## src/rtl/ocm_pkg.sv

```systemverilog
/*
  Constants for the output compare channel: register map, field
  positions, reset values and mode codes.
  Assumes a 16-bit register port with one-cycle read latency.
*/
// Behaviour
// Trigger-status mode 1: secondary match clears flag
// Trigger-status mode 0: only software clears flag
// Mode 111: high on primary, low on secondary
// Mode 110: high at zero, low on primary
// Mode 101: start low, toggle each alternate match
// Mode 100: start low, one pulse only
// Mode 011: toggle and event every primary match
// Mode 010: start high, low on first match
// Mode 001: start low, high on first match
// Mode 000: channel disabled, no activity
// Compare values double-buffered only in PWM modes
// One trigger-generator clock source per channel
// Trigger status flag at control-two bit 6
// Mode bits 2..0, trigger mode bit 3
// PWM buffers load at timer period end
package ocm_pkg;
  // ---------------------------------------------------------------
  // Register map (word indices on the register port)
  // ---------------------------------------------------------------
  localparam logic [3:0]  ADDR_CTRL_ONE   = 4'h0;
  localparam logic [3:0]  ADDR_CTRL_TWO   = 4'h1;
  localparam logic [3:0]  ADDR_PRIMARY    = 4'h2;
  localparam logic [3:0]  ADDR_SECONDARY  = 4'h3;
  localparam logic [3:0]  ADDR_PERIOD     = 4'h4;
  localparam logic [3:0]  ADDR_TIMER      = 4'h5;
  localparam logic [3:0]  ADDR_IRQ_STATUS = 4'h6;
  localparam logic [3:0]  ADDR_IRQ_MASK   = 4'h7;
  // ---------------------------------------------------------------
  // Field positions
  // ---------------------------------------------------------------
  localparam int          MODE_LSB        = 0;
  localparam int          MODE_MSB        = 2;
  localparam int          TRIG_MODE_BIT   = 3;
  localparam int          TRIG_STAT_BIT   = 6;
  localparam int          IRQ_CMP_BIT     = 0;
  localparam int          IRQ_SEC_BIT     = 1;
  localparam int          IRQ_PERIOD_BIT  = 2;
  localparam int          IRQ_WIDTH       = 3;
  // ---------------------------------------------------------------
  // Reset values
  // ---------------------------------------------------------------
  localparam logic [15:0] RST_CTRL        = 16'h0000;
  localparam logic [15:0] RST_VALUE       = 16'h0000;
  localparam logic [15:0] RST_PERIOD      = 16'hFFFF;
  localparam logic [15:0] TIMER_ZERO      = 16'h0000;
  localparam logic [15:0] TIMER_STEP      = 16'h0001;
  // ---------------------------------------------------------------
  // Mode codes
  // ---------------------------------------------------------------
  typedef enum logic [2:0] {
    MODE_OFF      = 3'h0,
    MODE_SS_HIGH  = 3'h1,
    MODE_SS_LOW   = 3'h2,
    MODE_TOGGLE   = 3'h3,
    MODE_DC_SHOT  = 3'h4,
    MODE_DC_CONT  = 3'h5,
    MODE_PWM_EDGE = 3'h6,
    MODE_PWM_CTR  = 3'h7
  } ocm_mode_t;
endpackage

```

## src/rtl/ocm_channel.sv

```systemverilog
/*
  One output compare channel: free-running channel timer, primary and
  secondary compare values, mode logic, trigger status and interrupt.
  Assumes synchronous register port strobes, never both at once.
  Pin level and trigger pulse leave the block registered.
*/
// Added by the designer: the address map and the plain strobed port.
`timescale 1ns/100ps
module ocm_channel
  import ocm_pkg::*;
(
  input  wire logic        i_core_clk,    // Core clock, 100 MHz
  input  wire logic        i_sys_rst,     // Synchronous reset, high
  input  wire logic [3:0]  i_addr,        // Register index
  input  wire logic [15:0] i_wdata,       // Write data
  input  wire logic        i_wr,          // Write strobe
  input  wire logic        i_rd,          // Read strobe
  output logic      [15:0] o_rdata,       // Read data, cycle after strobe
  output logic             o_compare_out, // Compare output pin
  output logic             o_trig_clk,    // Trigger generator clock pulse
  output logic             o_irq          // Interrupt, level
);
  // ---------------------------------------------------------------
  // State
  // ---------------------------------------------------------------
  // Registered state
  logic [15:0]          ctrl_one;
  logic                 trig_status_flag;
  logic [15:0]          pri_buf;
  logic [15:0]          sec_buf;
  logic [15:0]          pri_act;
  logic [15:0]          sec_act;
  logic [15:0]          period;
  logic [15:0]          channel_timer;
  logic [IRQ_WIDTH-1:0] irq_status;
  logic [IRQ_WIDTH-1:0] irq_mask;
  logic                 shot_done;
  logic                 dc_phase;
  logic [2:0]           mode_prev;
  // Decoded and next-state signals
  ocm_mode_t            mode;
  logic                 is_pwm;
  logic                 pri_hit;
  logic                 sec_hit;
  logic                 zero_hit;
  logic                 period_end;
  logic                 mode_chg;
  logic                 cmp_event;
  logic                 next_out;
  logic                 next_shot_done;
  logic                 next_dc_phase;
  logic [IRQ_WIDTH-1:0] irq_set;

  // ---------------------------------------------------------------
  // Decode
  // ---------------------------------------------------------------
  // Mode field and match detection
  assign mode       = ocm_mode_t'(ctrl_one[MODE_MSB:MODE_LSB]);
  assign is_pwm     = (mode == MODE_PWM_EDGE) || (mode == MODE_PWM_CTR);
  assign pri_hit    = (channel_timer == pri_act);
  assign sec_hit    = (channel_timer == sec_act);
  assign zero_hit   = (channel_timer == TIMER_ZERO);
  assign period_end = (channel_timer == period);
  assign mode_chg   = (mode_prev != ctrl_one[MODE_MSB:MODE_LSB]);

  // ---------------------------------------------------------------
  // Control and compare registers
  // ---------------------------------------------------------------
  // Control one and period written by software
  always_ff @(posedge i_core_clk) begin
    if (i_sys_rst) begin
      ctrl_one <= RST_CTRL;
      period   <= RST_PERIOD;
    end else if (i_wr) begin
      if (i_addr == ADDR_CTRL_ONE) begin
        ctrl_one <= i_wdata;
      end
      if (i_addr == ADDR_PERIOD) begin
        period <= i_wdata;
      end
    end
  end

  // Software-visible compare values
  always_ff @(posedge i_core_clk) begin
    if (i_sys_rst) begin
      pri_buf <= RST_VALUE;
      sec_buf <= RST_VALUE;
    end else if (i_wr) begin
      if (i_addr == ADDR_PRIMARY) begin
        pri_buf <= i_wdata;
      end
      if (i_addr == ADDR_SECONDARY) begin
        sec_buf <= i_wdata;
      end
    end
  end

  // Active compare values: direct outside PWM, period-end load in PWM
  // Load on mode entry so a PWM run never starts from a stale pair
  always_ff @(posedge i_core_clk) begin
    if (i_sys_rst) begin
      pri_act <= RST_VALUE;
      sec_act <= RST_VALUE;
    end else if (!is_pwm || period_end || mode_chg) begin
      pri_act <= pri_buf;
      sec_act <= sec_buf;
    end
  end

  // ---------------------------------------------------------------
  // Channel timer
  // ---------------------------------------------------------------
  // Free-running up counter, wraps at period, cleared while disabled
  // One period spans period plus one clocks
  always_ff @(posedge i_core_clk) begin
    if (i_sys_rst || mode == MODE_OFF) begin
      channel_timer <= TIMER_ZERO;
    end else if (period_end) begin
      channel_timer <= TIMER_ZERO;
    end else begin
      channel_timer <= channel_timer + TIMER_STEP;
    end
  end

  // ---------------------------------------------------------------
  // Output mode logic
  // ---------------------------------------------------------------
  // Next pin level, one-shot and double-compare phase
  always_comb begin
    next_out       = o_compare_out;
    next_shot_done = shot_done;
    next_dc_phase  = dc_phase;
    cmp_event      = 1'b0;
    // Mode entry wins over any match in the same cycle
    if (mode_chg) begin
      next_shot_done = 1'b0;
      next_dc_phase  = 1'b0;
      next_out       = (mode == MODE_SS_LOW);
    end else begin
      unique case (mode)
        MODE_OFF: begin
          next_out = 1'b0;
        end
        MODE_SS_HIGH: begin
          if (pri_hit && !shot_done) begin
            next_out       = 1'b1;
            next_shot_done = 1'b1;
            cmp_event      = 1'b1;
          end
        end
        MODE_SS_LOW: begin
          if (pri_hit && !shot_done) begin
            next_out       = 1'b0;
            next_shot_done = 1'b1;
            cmp_event      = 1'b1;
          end
        end
        MODE_TOGGLE: begin
          if (pri_hit) begin
            next_out  = !o_compare_out;
            cmp_event = 1'b1;
          end
        end
        MODE_DC_SHOT: begin
          if (!shot_done && !dc_phase && pri_hit) begin
            next_out      = 1'b1;
            next_dc_phase = 1'b1;
          end else if (!shot_done && dc_phase && sec_hit) begin
            next_out       = 1'b0;
            next_shot_done = 1'b1;
            cmp_event      = 1'b1;
          end
        end
        MODE_DC_CONT: begin
          if (!dc_phase && pri_hit) begin
            next_out      = 1'b1;
            next_dc_phase = 1'b1;
          end else if (dc_phase && sec_hit) begin
            next_out      = 1'b0;
            next_dc_phase = 1'b0;
            cmp_event     = 1'b1;
          end
        end
        MODE_PWM_EDGE: begin
          if (pri_hit) begin
            next_out = 1'b0;
          end else if (zero_hit) begin
            next_out = 1'b1;
          end
          cmp_event = pri_hit;
        end
        MODE_PWM_CTR: begin
          if (sec_hit) begin
            next_out = 1'b0;
          end else if (pri_hit) begin
            next_out = 1'b1;
          end
          cmp_event = sec_hit;
        end
      endcase
    end
  end

  // Pin and sequencing state
  always_ff @(posedge i_core_clk) begin
    if (i_sys_rst) begin
      o_compare_out <= 1'b0;
      shot_done     <= 1'b0;
      dc_phase      <= 1'b0;
      mode_prev     <= RST_CTRL[MODE_MSB:MODE_LSB];
    end else begin
      o_compare_out <= next_out;
      shot_done     <= next_shot_done;
      dc_phase      <= next_dc_phase;
      mode_prev     <= ctrl_one[MODE_MSB:MODE_LSB];
    end
  end

  // One trigger clock pulse per compare event
  always_ff @(posedge i_core_clk) begin
    if (i_sys_rst) begin
      o_trig_clk <= 1'b0;
    end else begin
      o_trig_clk <= cmp_event;
    end
  end

  // ---------------------------------------------------------------
  // Trigger status flag
  // ---------------------------------------------------------------
  // Set on compare event; set wins over any clear
  // Where set and clear share one match, the flag stays set
  always_ff @(posedge i_core_clk) begin
    if (i_sys_rst) begin
      trig_status_flag <= 1'b0;
    end else if (cmp_event) begin
      trig_status_flag <= 1'b1;
    end else if (i_wr && i_addr == ADDR_CTRL_TWO) begin
      trig_status_flag <= i_wdata[TRIG_STAT_BIT];
    end else if (ctrl_one[TRIG_MODE_BIT] && sec_hit && mode != MODE_OFF) begin
      trig_status_flag <= 1'b0;
    end
  end

  // ---------------------------------------------------------------
  // Interrupts
  // ---------------------------------------------------------------
  // Interrupt sources, timer matches gated off while disabled
  assign irq_set[IRQ_CMP_BIT]    = cmp_event;
  assign irq_set[IRQ_SEC_BIT]    = sec_hit && (mode != MODE_OFF);
  assign irq_set[IRQ_PERIOD_BIT] = period_end && (mode != MODE_OFF);

  // Sticky status, write one to clear, set wins
  // An event in the clearing cycle is never lost
  always_ff @(posedge i_core_clk) begin
    if (i_sys_rst) begin
      irq_status <= '0;
      irq_mask   <= '0;
    end else begin
      if (i_wr && i_addr == ADDR_IRQ_STATUS) begin
        irq_status <= (irq_status & ~i_wdata[IRQ_WIDTH-1:0]) | irq_set;
      end else begin
        irq_status <= irq_status | irq_set;
      end
      if (i_wr && i_addr == ADDR_IRQ_MASK) begin
        irq_mask <= i_wdata[IRQ_WIDTH-1:0];
      end
    end
  end

  // Level interrupt from registered status
  // Lags status and mask by one clock
  always_ff @(posedge i_core_clk) begin
    if (i_sys_rst) begin
      o_irq <= 1'b0;
    end else begin
      o_irq <= |(irq_status & irq_mask);
    end
  end

  // ---------------------------------------------------------------
  // Read port
  // ---------------------------------------------------------------
  // Read data one cycle after strobe, zero otherwise
  // Control two shows only the trigger status flag
  always_ff @(posedge i_core_clk) begin
    if (i_sys_rst || !i_rd) begin
      o_rdata <= 16'h0000;
    end else begin
      unique case (i_addr)
        ADDR_CTRL_ONE:   o_rdata <= ctrl_one;
        ADDR_CTRL_TWO:   o_rdata <= 16'(trig_status_flag) << TRIG_STAT_BIT;
        ADDR_PRIMARY:    o_rdata <= pri_buf;
        ADDR_SECONDARY:  o_rdata <= sec_buf;
        ADDR_PERIOD:     o_rdata <= period;
        ADDR_TIMER:      o_rdata <= channel_timer;
        ADDR_IRQ_STATUS: o_rdata <= {13'h0000, irq_status};
        ADDR_IRQ_MASK:   o_rdata <= {13'h0000, irq_mask};
        default:         o_rdata <= 16'h0000;
      endcase
    end
  end
endmodule // ocm_channel

```

## config.mk

```make
export PLATFORM = sky130hd
export DESIGN_NAME = ocm_channel
export DESIGN_NICKNAME = d
export VERILOG_FILES = /design/src/rtl/ocm_pkg.sv /design/src/rtl/ocm_channel.sv
export SDC_FILE = /design/constraint.sdc
export NUM_CORES = 1
export LEC_CHECK = 0
export CORE_MARGIN = 2
export CORE_UTILIZATION = 28
export CTS_CLUSTER_SIZE = 30
export DETAILED_ROUTE_END_ITERATION = 6
export DONT_BUFFER_PORTS = 1
export PLACE_DENSITY_LB_ADDON = 0.2
export SLEW_MARGIN = 20
export SYNTH_ARGS = -nofsm -noshare
export SYNTH_HDL_FRONTEND = slang
export SYNTH_SLANG_ARGS = --single-unit
```

## constraint.sdc

```tcl
create_clock -name i_core_clk -period 5 [get_ports i_core_clk]
set_input_delay 1 -clock i_core_clk [delete_from_list [all_inputs] [get_ports i_core_clk]]
set_output_delay 1 -clock i_core_clk [all_outputs]
set_load 0.05 [all_outputs]
```

==> results.sh <==
export IMPL_dr_total_vias=5169
export IMPL_cts_root_buf="clkbuf_16"
export IMPL_clock_sinks=143
export IMPL_crit_fanout=32
export IMPL_hold_violations=0
export IMPL_grt_max_degree=114
export IMPL_avgSynthCellArea_um2=8.68
export IMPL_rsz0062_at_grt="no"
export IMPL_ctsLongestPathBuffers=2
export IMPL_grt_use_total=0.169
export IMPL_stdcell_count=1044
export IMPL_antenna_found_initial=0
export IMPL_drive_gt1_frac=0.0752
export IMPL_syn_num_nets=780
export IMPL_synth_cell_area_um2=6550
export IMPL_dr_pass1_iters=7
export IMPL_htree_levels=4
export IMPL_clkTransAtPathRegs_ns=0.06
export IMPL_clock_skew_ns=0.00732
export IMPL_final_area_um2=7210
export IMPL_grt_pass1_wl_mm=31.0
export IMPL_n_fill_cell=2440
export IMPL_fin_crit_sh=0.546
export IMPL_cts_resized=0
export IMPL_cap_violations=0
export IMPL_drc=0
export IMPL_final_common_cell="nand2_1"
export IMPL_endpoint_kind="register"
export IMPL_outcome="completed"
export IMPL_hold_depth=2
export IMPL_fin_nets=744
export IMPL_seq_area_um2=2860
export IMPL_slowest_stage="dfxtp_1"
export IMPL_via_per_inst=4.95
export IMPL_path_delay_family="simple AND/OR/NAND/NOR gates"
export IMPL_post_cts_setup_buffer_count=0
export IMPL_grt_pass1_vias=4935
export IMPL_drtIter0Drc=552
export IMPL_finalCriticalPeriod_ns=2.73
export IMPL_io_pins=43
export IMPL_synthFlopType="dfxtp_1"
export IMPL_cpPeakStageDelay_ns=0.61
export IMPL_wl_mm=19.8
export IMPL_critPathKind="register to register"
export IMPL_die_h_um=157
export IMPL_pre_cts_ws_ns=1.83
export IMPL_fin_ws_ns=2.27
export IMPL_die_w_um=157
export IMPL_synth_seq_cells=143
export IMPL_post_route_util=0.317
export IMPL_core_area_um2=22800
export IMPL_worst_pin_slew_ns=1.03
export IMPL_p_leak_nw=2.67
export IMPL_yosysSeqAreaShare=0.437
export IMPL_dp_hpwl_mm=13.1
export IMPL_holdBufCountCts=0
export IMPL_async_reset_ff_frac=0
export IMPL_power_mw=2.53
export IMPL_reg2reg_depth=7
export IMPL_r2r_slack_ns=2.27
export IMPL_wl_per_cell_um=19.0
export IMPL_rows=55
export IMPL_ir_drop_mv=0.205
export IMPL_final_cell_mix="nand2_1 (152), dfxtp_1 (143), nor2_1 (68)"
export IMPL_port_buffers=0
export IMPL_crit_buf_inv=1
export IMPL_hold_path_class="register to register"
export IMPL_fmax_ghz=0.367
export IMPL_worstPathCellList="xor2_1 > nor4_1 > nand4_1 > nand4_2 > buf_4 > mux2i_1 > nor2_1"
export IMPL_gp_congestion=0.773
export IMPL_area_growth_pct=10.2
export IMPL_synth_cells=754
export IMPL_ant_nets=0
export IMPL_arrival_ns=3.04
export IMPL_cts_buffers=17
export IMPL_cp_num_cells=7
export IMPL_clk_latency_ns=0.43
export IMPL_setup_tns_ns=0
export IMPL_start_util=0.287
export IMPL_synth_edf_count=0
export IMPL_dp_cells=1012
export IMPL_synth_distinct_cells=56
export IMPL_slew_headroom=0.310
export IMPL_cts_tree="yes"
export IMPL_final_max_slew_viol_count=0
export IMPL_setup_viol=0
export IMPL_n_antenna_cell=0
export IMPL_worstPathRequired_ns=5.32
export IMPL_gr_total_overflow=0
export IMPL_dieArea_um2=24600
export IMPL_ys_warn_count=0
export IMPL_crit_path_start_kind="register"
export IMPL_dpl_cell_area_um2=6620
export IMPL_p_per_area_nw_per_um2=350
export IMPL_fin_hold_ws_ns=0.459
export IMPL_multi_input_area_um2=3280
sequential cells by signal, summed over array words and instances, names as in the netlist, 3 cells and up:
name           flops
mode_prev          3
channel_timer     16
ctrl_one          16
irq_status         3
pri_act           16
irq_mask           3
pri_buf           16
period            16
o_rdata           16
sec_act           16
sec_buf           16
cell type report:
class / count / share of cell area
Clock buffer: 18 / 0.0609
Clock inverter: 14 / 0.0217
Inverter: 10 / 0.00521
Multi-Input combinational cell: 540 / 0.455
Sequential cell: 143 / 0.397
Tap cell: 313 / 0.0543
Timing Repair Buffer: 6 / 0.00625
per-layer routing:
metal	routed length, µm	global-route usage
met1	9390	0.233
met2	9380	0.267
met3	731	0.0251
met4	291	0.0599
met5	0	0
cell usage after synthesis (all sizes together) (2+ instances only):
cell type,instances,area (µm²)
a222oi,13,130
o211ai,2,15.0
or3,2,12.5
and3,3,18.8
a221oi,2,17.5
a21oi,67,335
nor3,8,50.1
nor2b,5,31.3
inv,10,37.5
a31oi,5,31.3
a22oi,18,135
nand2,152,571
nor2,68,255
nor4,15,149
nand3,12,60.1
buf,28,208
xnor2,24,210
nand4,9,68.8
o21a,2,15.0
xor2,41,359
nand2b,2,12.5
and2,5,31.3
clkbuf,33,164
nand3b,21,170
dfxtp,143,2860
o21ai,6,30.0
mux2i,37,370
ha,2,25.0
kinds of logic (layout without fill, tap and decap cells):
| group | count (synthesis) | in the layout | synth area share |
|---|---|---|---|
| and+or+nand+nor | 309 | 309 | 0.227 |
| buffers and inverters | 71 | 48 | 0.0625 |
| muxes | 38 | 38 | 0.0583 |
| xor gates and xnor gates | 65 | 65 | 0.0870 |
| adders and majority gates | 2 | 2 | 0.00382 |
| DFF | 143 | 143 | 0.437 |
| AOI/OAI and AO/OA | 126 | 126 | 0.124 |
worst paths after layout:
check / startpoint / endpoint
setup reg to reg: channel_timer[4] / pri_act[14]
hold / removal: ctrl_one[14] / ctrl_one[14]
hold reg to reg: ctrl_one[14] / ctrl_one[14]
setup / recovery: channel_timer[4] / pri_act[14]
worst reg2reg max path: stages (launching register included):
cell     delay [ns]
dfxtp_1        0.61
xor2_1         0.13
nor4_1         0.37
nand4_1        0.42
nand4_2        0.23
buf_4          0.52
mux2i_1        0.29
nor2_1         0.06
power breakdown:
part / total [mW] / internal, mW / switching, mW
clock network: 1.29 / 0.756 / 0.533
registers: 1.17 / 1.15 / 0.0165
logic: 0.0690 / 0.0277 / 0.0413
total: 2.53 / 1.93 / 0.591
Power figures use the tool's default switching activity.
